**src/hdl/pbk_pkg.sv**
```systemverilog
package pbk_pkg;
  localparam logic [7:0] PBK_ADDR_CTRL_TWO = 8'hD7;
  localparam logic [7:0] PBK_ADDR_BRAKE_CTRL = 8'hDF;
  localparam logic [7:0] PBK_ADDR_RUN = 8'hE0;
  localparam logic [7:0] PBK_ADDR_IRQ_STAT = 8'hE1;
  localparam logic [7:0] PBK_ADDR_IRQ_MASK = 8'hE2;
  localparam int PBK_BIT_SRC_SEL = 7;
  localparam int PBK_BIT_PIN_POL = 6;
  localparam int PBK_BIT_PIN_EN = 5;
  localparam int PBK_BIT_BRAKE_EN = 4;
  localparam int PBK_BIT_DIV_LO = 2;
  localparam int PBK_BIT_FLAG = 0;
  localparam logic [7:0] PBK_RST_BRAKE_CTRL = 8'h00;
  localparam logic [1:0] PBK_RST_DIV = 2'h0;
  localparam logic [1:0] PBK_DIV_1 = 2'h0;
  localparam logic [1:0] PBK_DIV_2 = 2'h1;
  localparam logic [1:0] PBK_DIV_4 = 2'h2;
  localparam logic [1:0] PBK_DIV_16 = 2'h3;
  localparam logic [3:0] PBK_CNT_MAX_2 = 4'h1;
  localparam logic [3:0] PBK_CNT_MAX_4 = 4'h3;
  localparam logic [3:0] PBK_CNT_MAX_16 = 4'hF;
  localparam int PBK_NUM_CH = 4;
endpackage

```
**src/hdl/pbk_pin_sync.sv**
```systemverilog
`timescale 1ns/1ps
module pbk_pin_sync (
  input wire logic sys_clk_i,
  input wire logic rstn_i,
  input wire logic ce_i,
  input wire logic pin_i,
  output logic level_o
);
  import pbk_pkg::*;
  typedef struct packed {
    logic s1;
    logic s2;
    logic s3;
    logic lvl;
  } pbk_sync_type;
  pbk_sync_type st_ff, nxt_st;
  always_comb begin
    nxt_st = st_ff;
    nxt_st.s1 = pin_i;
    nxt_st.s2 = st_ff.s1;
    nxt_st.s3 = st_ff.s2;
    // A change counts only once the last two stages agree
    if (st_ff.s2 == st_ff.s3) begin
      nxt_st.lvl = st_ff.s3;
    end
  end
  always_ff @(posedge sys_clk_i) begin
    if (!rstn_i) begin
      st_ff <= '0;
    end else if (ce_i) begin
      st_ff <= nxt_st;
    end
  end
  assign level_o = st_ff.lvl;
endmodule

```
**src/hdl/pbk_prescaler.sv**
```systemverilog
`timescale 1ns/1ps
module pbk_prescaler (
  input wire logic sys_clk_i,
  input wire logic rstn_i,
  input wire logic ce_i,
  input wire logic run_i,
  input wire logic [1:0] div_i,
  output logic tick_o
);
  import pbk_pkg::*;
  typedef struct packed {
    logic [3:0] cnt;
    logic tick;
  } pbk_pre_type;
  pbk_pre_type st_ff, nxt_st;
  function automatic logic [3:0] pbk_div_max(input logic [1:0] d);
    case (d)
      PBK_DIV_2: pbk_div_max = PBK_CNT_MAX_2;
      PBK_DIV_4: pbk_div_max = PBK_CNT_MAX_4;
      PBK_DIV_16: pbk_div_max = PBK_CNT_MAX_16;
      default: pbk_div_max = 4'h0;
    endcase
  endfunction
  always_comb begin
    nxt_st = st_ff;
    nxt_st.tick = 1'b0;
    // Held at zero while stopped so the first tick after start is a fixed distance away
    if (!run_i) begin
      nxt_st.cnt = 4'h0;
    end else if (st_ff.cnt >= pbk_div_max(div_i)) begin
      nxt_st.cnt = 4'h0;
      nxt_st.tick = 1'b1;
    end else begin
      nxt_st.cnt = st_ff.cnt + 4'h1;
    end
  end
  always_ff @(posedge sys_clk_i) begin
    if (!rstn_i) begin
      st_ff <= '0;
    end else if (ce_i) begin
      st_ff <= nxt_st;
    end
  end
  assign tick_o = st_ff.tick;
endmodule

```
**src/hdl/pbk_brake.sv**
```systemverilog
`timescale 1ns/1ps
module pbk_brake (
  input wire logic sys_clk_i,
  input wire logic rstn_i,
  input wire logic ce_i,
  input wire logic [7:0] addr_i,
  input wire logic [7:0] wdata_i,
  input wire logic wr_i,
  input wire logic rd_i,
  output logic [7:0] rdata_o,
  input wire logic brake_input_pin_i,
  input wire logic [pbk_pkg::PBK_NUM_CH-1:0] pwm_raw_i,
  output logic [pbk_pkg::PBK_NUM_CH-1:0] pwm_out_o,
  output logic counter_run_o,
  output logic pwm_tick_o,
  output logic brake_active_o,
  output logic irq_o
);
  import pbk_pkg::*;
  typedef struct packed {
    logic [7:0] brake_ctrl;
    logic [1:0] div;
    logic flag;
    logic run;
    logic stat;
    logic mask;
    logic [PBK_NUM_CH-1:0] pwm_out;
    logic [PBK_NUM_CH-1:0] pre;
    logic brake;
    logic [7:0] rdata;
  } pbk_brake_type;
  pbk_brake_type st_ff, nxt_st;
  logic pin_lvl;
  logic pin_active;
  logic pin_brake;
  logic brake_now;

  pbk_pin_sync u_sync (
    .sys_clk_i(sys_clk_i),
    .rstn_i(rstn_i),
    .ce_i(ce_i),
    .pin_i(brake_input_pin_i),
    .level_o(pin_lvl)
  );

  pbk_prescaler u_pre (
    .sys_clk_i(sys_clk_i),
    .rstn_i(rstn_i),
    .ce_i(ce_i),
    .run_i(st_ff.run),
    .div_i(st_ff.div),
    .tick_o(pwm_tick_o)
  );

  always_comb begin
    pin_active = (pin_lvl == st_ff.brake_ctrl[PBK_BIT_PIN_POL]);
    pin_brake = 1'b0;
    brake_now = 1'b0;
    if (st_ff.brake_ctrl[PBK_BIT_BRAKE_EN]) begin
      case ({st_ff.brake_ctrl[PBK_BIT_PIN_EN], st_ff.brake_ctrl[PBK_BIT_SRC_SEL]})
        2'h0: brake_now = 1'b1;
        2'h1: brake_now = !st_ff.run;
        2'h2: begin
          pin_brake = pin_active;
          brake_now = pin_active;
        end
        // Prohibited setting: no brake at all
        default: brake_now = 1'b0;
      endcase
    end
  end

  always_comb begin
    nxt_st = st_ff;
    nxt_st.rdata = 8'h00;
    nxt_st.brake = brake_now;
    // Unbraked level kept apart from the pins, so a brake never overwrites it
    if (st_ff.run) begin
      nxt_st.pre = pwm_raw_i;
    end
    if (brake_now) begin
      nxt_st.pwm_out = st_ff.brake_ctrl[PBK_NUM_CH-1:0];
    end else begin
      nxt_st.pwm_out = nxt_st.pre;
    end
    if (wr_i) begin
      case (addr_i)
        PBK_ADDR_BRAKE_CTRL: nxt_st.brake_ctrl = wdata_i;
        PBK_ADDR_CTRL_TWO: begin
          nxt_st.div = wdata_i[PBK_BIT_DIV_LO+1:PBK_BIT_DIV_LO];
          if (!wdata_i[PBK_BIT_FLAG]) begin
            nxt_st.flag = 1'b0;
          end
        end
        PBK_ADDR_RUN: nxt_st.run = wdata_i[0];
        PBK_ADDR_IRQ_STAT: begin
          if (wdata_i[0]) begin
            nxt_st.stat = 1'b0;
          end
        end
        PBK_ADDR_IRQ_MASK: nxt_st.mask = wdata_i[0];
        default: nxt_st = nxt_st;
      endcase
    end
    // Hardware set wins over a same-cycle software clear
    if (pin_brake) begin
      nxt_st.run = 1'b0;
      nxt_st.flag = 1'b1;
      nxt_st.stat = 1'b1;
    end
    if (rd_i) begin
      case (addr_i)
        PBK_ADDR_BRAKE_CTRL: nxt_st.rdata = st_ff.brake_ctrl;
        PBK_ADDR_CTRL_TWO: nxt_st.rdata = {4'h0, st_ff.div, 1'b0, st_ff.flag};
        PBK_ADDR_RUN: nxt_st.rdata = {7'h00, st_ff.run};
        PBK_ADDR_IRQ_STAT: nxt_st.rdata = {7'h00, st_ff.stat};
        PBK_ADDR_IRQ_MASK: nxt_st.rdata = {7'h00, st_ff.mask};
        default: nxt_st.rdata = 8'h00;
      endcase
    end
  end

  always_ff @(posedge sys_clk_i) begin
    if (!rstn_i) begin
      st_ff <= '0;
      st_ff.brake_ctrl <= PBK_RST_BRAKE_CTRL;
      st_ff.div <= PBK_RST_DIV;
    end else if (ce_i) begin
      st_ff <= nxt_st;
    end
  end

  assign rdata_o = st_ff.rdata;
  assign pwm_out_o = st_ff.pwm_out;
  assign counter_run_o = st_ff.run;
  assign brake_active_o = st_ff.brake;
  assign irq_o = st_ff.stat & st_ff.mask;
endmodule

```
**config.mk**
```make
export PLATFORM = sky130hd
export DESIGN_NAME = pbk_brake
export DESIGN_NICKNAME = d
export VERILOG_FILES = /design/src/hdl/pbk_pkg.sv /design/src/hdl/pbk_pin_sync.sv /design/src/hdl/pbk_prescaler.sv /design/src/hdl/pbk_brake.sv
export SDC_FILE = /design/constraint.sdc
export NUM_CORES = 1
export LEC_CHECK = 0
export BUFFER_PORTS_ARGS = -buffer_cell sky130_fd_sc_hd__buf_2
export CAP_MARGIN = 30
export CELL_PAD_IN_SITES_DETAIL_PLACEMENT = 0
export CELL_PAD_IN_SITES_GLOBAL_PLACEMENT = 1
export CORE_MARGIN = 5
export CORE_UTILIZATION = 34
export CTS_BUF_LIST = sky130_fd_sc_hd__clkbuf_4
export DETAILED_ROUTE_END_ITERATION = 7
export PLACE_DENSITY = 0.73
export SYNTH_ARGS = -nofsm -noshare
export SYNTH_HDL_FRONTEND = slang
export SYNTH_SLANG_ARGS = --single-unit
```
**constraint.sdc**
```tcl
create_clock -name sys_clk_i -period 2.9 [get_ports sys_clk_i]
set_input_delay 0 -clock sys_clk_i [delete_from_list [all_inputs] [get_ports sys_clk_i]]
set_output_delay 0 -clock sys_clk_i [all_outputs]
set_load 0.05 [all_outputs]
```
==> impl_summary.md, run 1 <==
Yosys
After synthesis, the largest family of logic cells by area is simple AND/OR/NAND/NOR gates. The synthesized-area fraction occupied by ao, oa, aoi and oai cells is 14.5%. The number of different library cells in the post-synthesis netlist is 44. Of the post-synthesis cell area, the part taken by muxes is 11.9%. Among all flip-flop cells after synthesis, the most frequent one is dfxtp_1. Summing the areas of all fa, ha and maj instances in the mapped netlist gives 3.17% of the synthesized area. The per-instance average area after synthesis is 8.93 um^2.

The synthesized design contains 40 register bits. During synthesis, Yosys emitted a total of 0 warnings. After synthesis, flip-flops and latches occupy 40.6% of the total area.

For this run, asynchronously set or reset flops after synthesis account for 0%. Yosys mapped a number of flops with a built-in enable equal to 0. Of the total synthesized cell area, the portion taken by XOR and XNOR cells is 0.444%.

The cell area that synthesis handed to floorplanning was 1970 um^2. After Yosys synthesis, and, or, nand and nor cells account for 21.6% of the synthesized area. Counting every net in the synthesized netlist gives 252. The cell count after synthesis came out at 221.

Floorplanning
The number of top-level pins is 42. The standard cell core area is 5570 um^2. The die is 86.2 um wide. The initial core utilization is 35.4%. The standard-cell row count is 27. The vertical die dimension is 86.2 um. The floorplan step defined a die boundary enclosing 7430 um^2.

Timing
The maximum clock rate is 0.471 GHz. In the finished design, the share of the clock period the worst path needs comes to 73.3%. Setup violations remaining at the end of the flow were counted as 0.

The count of final hold-check violations is 0. The sum of negative setup slack is 0 ps. The measured slew at the worst slew-check pin is 730 ps. The normalized max-slew margin is 50.9%. The maximum clock skew at final layout is 11.0 ps. Setup repair after global routing left no endpoint under its margin. The count of pins over their slew limit is 0. The time the worst path needs with I/O delays and setup is 2120 ps.

Layout
The synthesis-to-finish area growth is 19.5%. The storage element area is 801 um^2. The fraction of final layout cells with drive strength greater than 1 is 22.9%. Cells fill 42.3% of the core in the end. For this run, the post-layout net count is 296. In the final layout, the multi-input gates occupy 1020 um^2. The layout filler cell count is 592. The count of antenna diodes in the layout is 0.

Clocking
Clock tree synthesis found a total of 40 sinks. The CTS tree is yes. The clock latency reported for the late side of the worst-skew pair is 350 ps. Clock tree synthesis inserted a total of 5 buffers.

After clock tree synthesis, the flow added hold-fix buffers numbering 15. The number of cells upsized or downsized after cts is 0. The deepest level of the CTS H-tree is 2.

The number of buffers inserted to repair setup after CTS is 0. The longest clock path from root to sink contains 2 buffers. The root buffer cell chosen for the clock tree is clkbuf_4. The clock-pin slew of the registers on the worst-case setup and hold paths is 130 ps.

Detailed routing
The wire length per cell after detailed routing is 13.6 um. The residual DRC count is 0. The sum of routed wire length over all layers is 4600 um.

The post-detailed-route via-to-cell ratio is 4.98. The first TritonRoute pass finished after 4 iterations. The number of vias in the routed layout is 1682. After the first detailed-routing iteration, the DRC count stood at 74. The final antenna-violating net count is 0.

Place
The HPWL after detailed placement is 3300 um. Routability-driven placement finished with a final weighted congestion of 0.702. The number of input and output port buffers inserted is 41.

Global route
The global router's overall resource usage is 12.6%. The maximum number of pins on one net before global-route repair is 26. The via count of the first global-routing pass is 1610. The total congestion overflow is 0.

The initial antenna violation count is 0. The first global-routing pass estimated 7490 um of wire.

Setup path
The setup path with the least slack is of type reg2reg. The signal arrival time at the worst endpoint is 2410 ps. The required time at the endpoint of the critical path is 3180 ps. The worst-path maximum fanout is 5. The type of element launching the critical path is a flip-flop. STA classifies the critical path endpoint as a flip-flop.

Job
The number of maximum-capacitance violations is 0.

Power and ir drop
The reported leakage power is 0.957 nW. Power spread over the standard cell area amounts to 385 nW/um^2. The peak supply drop is 149 uV.

Hold path
The classification of the worst-slack hold path is in2reg.

Run status
The run finished with clean final reports.
==> sequential cells by signal, summed over array words and instances, names as in the netlist <==
signal          cells
brake_active_o      1
counter_run_o       1
pwm_out_o           4
rdata_o             8
st_ff              17
u_pre.st_ff         4
u_pre.tick_o        1
u_sync.level_o      1
u_sync.nxt_st       2
u_sync.st_ff        1
==> routing by layer <==
metal / share of wire, % / track usage, % / vias to the layer above
met5: 0 / 0 / -
met1: 49 / 16.5 / 786
li1: - / - / 857
met4: 1.5 / 4.67 / 0
met2: 44 / 19.7 / 34
met3: 6.2 / 3.71 / 5
==> final cells by class <==
type	count	area share, %
Timing Repair Buffer	58	15.7
Sequential cell	40	34.0
Clock buffer	5	1.59
Multi-Input combinational cell	153	43.2
Clock inverter	3	0.584
Tap cell	72	3.82
Inverter	7	1.11
==> worst max-delay path, stage by stage, from the launching register on <==
cell,delay [ps]
dfxtp_1,350
or2_2,300
ha_1,270
nand2b_1,150
a2111oi_2,620
o221ai_1,210
a21oi_1,160
==> final timing paths <==
kind / from / slack, ps / end / depth (start not counted)
max: st_ff[21] / 780 / u_pre.st_ff[3] / 6
min: addr_i[0] / 40 / counter_run_o / 4
max reg2reg: st_ff[21] / 780 / u_pre.st_ff[3] / 6
min reg2reg: st_ff[11] / 460 / st_ff[11] / 2
==> synth_stat cells, drive strengths merged, types with 2 or more instances <==
| library cell | instances | area, um^2 |
|---|---|---|
| o211ai | 2 | 15.0 |
| nor2b | 6 | 37.5 |
| nand3 | 8 | 40.0 |
| or3 | 3 | 18.8 |
| o221ai | 2 | 17.5 |
| mux2 | 4 | 45.0 |
| nand2b | 2 | 12.5 |
| buf | 15 | 104 |
| nand4b | 2 | 32.5 |
| a31oi | 4 | 25.0 |
| and2 | 3 | 18.8 |
| mux2i | 19 | 190 |
| a21o | 2 | 15.0 |
| o21ai | 2 | 10.0 |
| dfxtp | 40 | 801 |
| nand2 | 23 | 88.8 |
| or2 | 2 | 12.5 |
| nor2 | 22 | 82.6 |
| a21oi | 18 | 90.1 |
| inv | 6 | 22.5 |
| nor4 | 5 | 46.3 |
| ha | 5 | 62.6 |
| a22oi | 6 | 45.0 |
| clkbuf | 6 | 22.5 |
==> where the power goes <==
group / internal (mW) / switching (mW) / leakage, nW
Combinational: 0.0352 / 0.0425 / 0.602
Clock: 0.0892 / 0.189 / 0.0324
Sequential: 0.552 / 0.00148 / 0.322
==> placed cells by master (no fill, tap or decap), types with 3 or more instances in the layout <==
master         instances
buf_2                 41
dfxtp_1               40
nand2_1               22
nor2_1                22
mux2i_1               19
a21oi_1               18
dlygate4sd3_1         15
nand3_1                8
nor2b_1                6
a22oi_1                6
inv_1                  5
ha_1                   5
clkbuf_4               5
a31oi_1                4
mux2_2                 4
nor4_1                 4
and2_1                 3
or3_1                  3
==> cells by family after synthesis <==
family,Yosys count
fa+ha+maj,5
simple gates,81
xor+xnor,1
mux,23
compound gates,43
buf+inv,28
flops,40
==> through the flow <==
step | instances | cell area, um^2 | hold slack [ps] | worst slack, ps | power (mW)
after global routing | 338 | 2360 | 37.6 | 629 | 0.942
after detailed placement | 315 | 2160 | 247 | 808 | 0.628
final | 338 | 2360 | 38.4 | 775 | 0.909
after CTS | 338 | 2360 | 21.6 | 760 | 0.919
after floorplan | 221 | 1970 | 136 | 1010 | 0.596
after global placement | 315 | 2160 | 233 | 832 | 0.628
Power figures use the tool's default switching activity.
==> run 2: changes to the inputs <==
Settings changed: PLACE_DENSITY 0.73 to 0.76.
Clock period 2.9 ns to 1.8 ns, I/O delays scaled along.
==> run 2 against run 1 <==
Effect of this change: critical path type unchanged; hold slack worse by 18 ps; via count rose by 0.24%; flip-flop and latch count stayed put; critical endpoint unchanged; clock power up 110%; largest cell class unchanged; sequential power is 61% higher; non-clock buffer count up 5; setup slack worse by 690 ps; maximum frequency up 24%; sequential share of layout area shrank 1.4 points; register-to-register slack worse by 690 ps; first-iteration DRC count increased by 27%; critical path depth unchanged.
==> impl_summary.md, run 2 (same netlist as run 1, synthesis figures left out) <==
Setup path
The number of buffers and inverters on the critical path is 0. The signal arrival time at the worst endpoint is 2000 ps. In this design, the stage delay of the slowest critical-path cell is 410 ps. The kind of cell adding the most delay to the critical path is compound AO/OA/AOI/OAI gates. The type of element launching the critical path is a flip-flop. Along the worst path, the maximum fanout reaches 5.

The endpoint class of the critical path is a flip-flop. The worst setup path is of the reg2reg kind. Across all register-to-register paths, the minimum setup slack is 80 ps. The required time at the endpoint of the critical path is 2080 ps. The cell with the biggest individual delay on the critical path is a2111oi_4. The signal on the critical path passes through or2_4 > ha_4 > nand2b_4 > a2111oi_4 > o221ai_1 > a21oi_1.

Clocking
The clock root buffer master is clkbuf_4. The number of clock buffers added by TritonCTS is 5. Clock tree synthesis found a total of 40 sinks. TritonCTS built the clock tree. The deepest level of the CTS H-tree is 2.

The longest clock path from root to sink contains 2 buffers. Post-CTS timing repair inserted 0 buffers for setup. The clock latency reported for the late side of the worst-skew pair is 350 ps. The clock-pin slew of the registers on the worst-case setup and hold paths is 130 ps.

Layout
Cells fill 44.2% of the core in the end. After the last flow step, the layout net total stands at 301. Ranked by flip-flop count, first place goes to st_ff.

The register with the most flip-flops in the layout has 17 of them. The count of antenna diodes in the layout is 0. The finished layout cell area is 2460 um^2.

Leaving out fill and tap cells, the most frequent cells in the layout are buf_2 (41), dfxtp_1 (39), nand2_1 (22), nor2_1 (22), mux2i_1 (19). Compared with the post-synthesis result, the final layout area differs by 24.7%. The library cell used most frequently in the layout, excluding fill and tap cells, is buf_2. The post-route netlist has 25.8% of its cells at a drive strength greater than 1.

Global route
Entering global routing, the biggest net connects 27 pins. The first global-routing pass estimated 7650 um of wire. The total congestion overflow is 0. The initial antenna violation count came to 0.

The via count of the first global-routing pass was 1633. Global routing consumed, over all layers together, 12.9% of the routing resources.

Hold path
In this run the worst hold path is classified as in2reg.

Floorplanning
The initialized floorplan defines 27 standard-cell rows. The standard cell core area is 5570 um^2. The die is 86.2 um wide.

The floorplan step defined a die boundary enclosing 7430 um^2. The number of top-level pins is 42. The initial core utilization is 35.4%.

The vertical die dimension is 86.2 um.

Place
The number of input and output port buffers inserted is 41. The placement-stage cell area is 2210 um^2. Once detailed placement completed, the half-perimeter wirelength came to 3320 um. The last weighted congestion value of the routability-driven placer is 0.734.

Timing
On the final layout, the worst hold slack is 20.1 ps. Setup repair after global routing could not meet its margin everywhere. The fraction of the cycle the final worst path needs is 95.5%. The count of pins over their slew limit was 0. The measured slew at the worst slew-check pin is 553 ps.

Setup total negative slack on the finished layout was measured at 0 ps. The number of endpoints failing setup at the final stage is 0. Based on the critical path, the design can be clocked at up to 0.582 GHz. Measured against its own limit, the worst slew margin works out to 62.8%. The count of final hold-check violations is 0. The routed design could run at a clock period as short as 1720 ps. The maximum clock skew at final layout is 16.7 ps.

Detailed routing
The sum of routed wire length over all layers is 4650 um. The length of the first detailed-routing pass in iterations is 4. The detailed router finished its first iteration with 94 violations. For this block, the via count after detailed routing is 1686. For this run, design rule violations remaining after detail routing come to 0. The final antenna-violating net count is 0. In the routed layout, each cell is associated on average with a via count of 4.92. In the final routed layout, each cell accounts on average for 13.5 um.

Power and ir drop
The power density over cell area is 655 nW/um^2. The peak supply drop is 351 uV. The post-layout total power is 1.61 mW. The reported leakage power is 1.00 nW.

Job
Max-cap violations in this run came to 0.

Run status
The run finished with clean final reports.
## run 2: power breakdown
group	total, mW	internal (mW)	switching, mW
combinational	0.126	0.0569	0.0691
clock	0.594	0.290	0.304
sequential	0.891	0.889	0.00228
total	1.61	1.24	0.376
## run 2: layer usage
| metal | up-vias | routed length [um] | track usage (%) |
|---|---|---|---|
| met5 | - | 0 | 0 |
| met4 | 0 | 52 | 3.40 |
| met3 | 4 | 270 | 3.61 |
| met2 | 36 | 2080 | 20.3 |
| met1 | 777 | 2240 | 17.5 |
| li1 | 869 | - | - |
## run 2: per-stage QoR
| step | setup WS, ps | cells |
|---|---|---|
| 6_report | 81.7 | 343 |
| 5_1_grt | -13.2 | 343 |
| 4_1_cts | 3.45 | 343 |
| 3_5_place_dp | -86.4 | 320 |
| 3_3_place_gp | -40.5 | 320 |
| 2_1_floorplan | 41.2 | 221 |
## run 2: worst reg2reg max path, delay by kind of cell (launching register included)
family	cells	cell delay, ps
AO/OA/AOI/OAI	3	720
adder cells (fa/ha/maj)	1	210
flip-flops	1	340
AND/OR/NAND/NOR	2	390
## run 2: repair_timing
| item | 4_1_cts | 5_1_grt |
|---|---|---|
| hold buffers | 15 | 0 |
| gates resized for setup | 4 | 0 |
| setup endpoints to repair | 5 | 5 |
| hold endpoints to repair | 19 | 0 |
| pin swaps | 5 | 2 |
## run 2: cell type report
cell class / count / area [um^2]
Sequential cell: 40 / 802
Timing Repair Buffer: 63 / 408
Inverter: 7 / 26.3
Clock buffer: 5 / 37.5
Multi-Input combinational cell: 153 / 1050
Clock inverter: 3 / 42.5
Tap cell: 72 / 90.1
Fill cell: 579 / 3110
## run 2: path summary, 6_finish.rpt
path                                 from        endpoint  cells past startpoint
worst max-delay path            st_ff[21]  u_pre.st_ff[3]                      6
worst min-delay path            addr_i[0]   counter_run_o                      4
worst max register to register  st_ff[21]  u_pre.st_ff[3]                      6
worst min register to register  st_ff[10]       st_ff[10]                      2
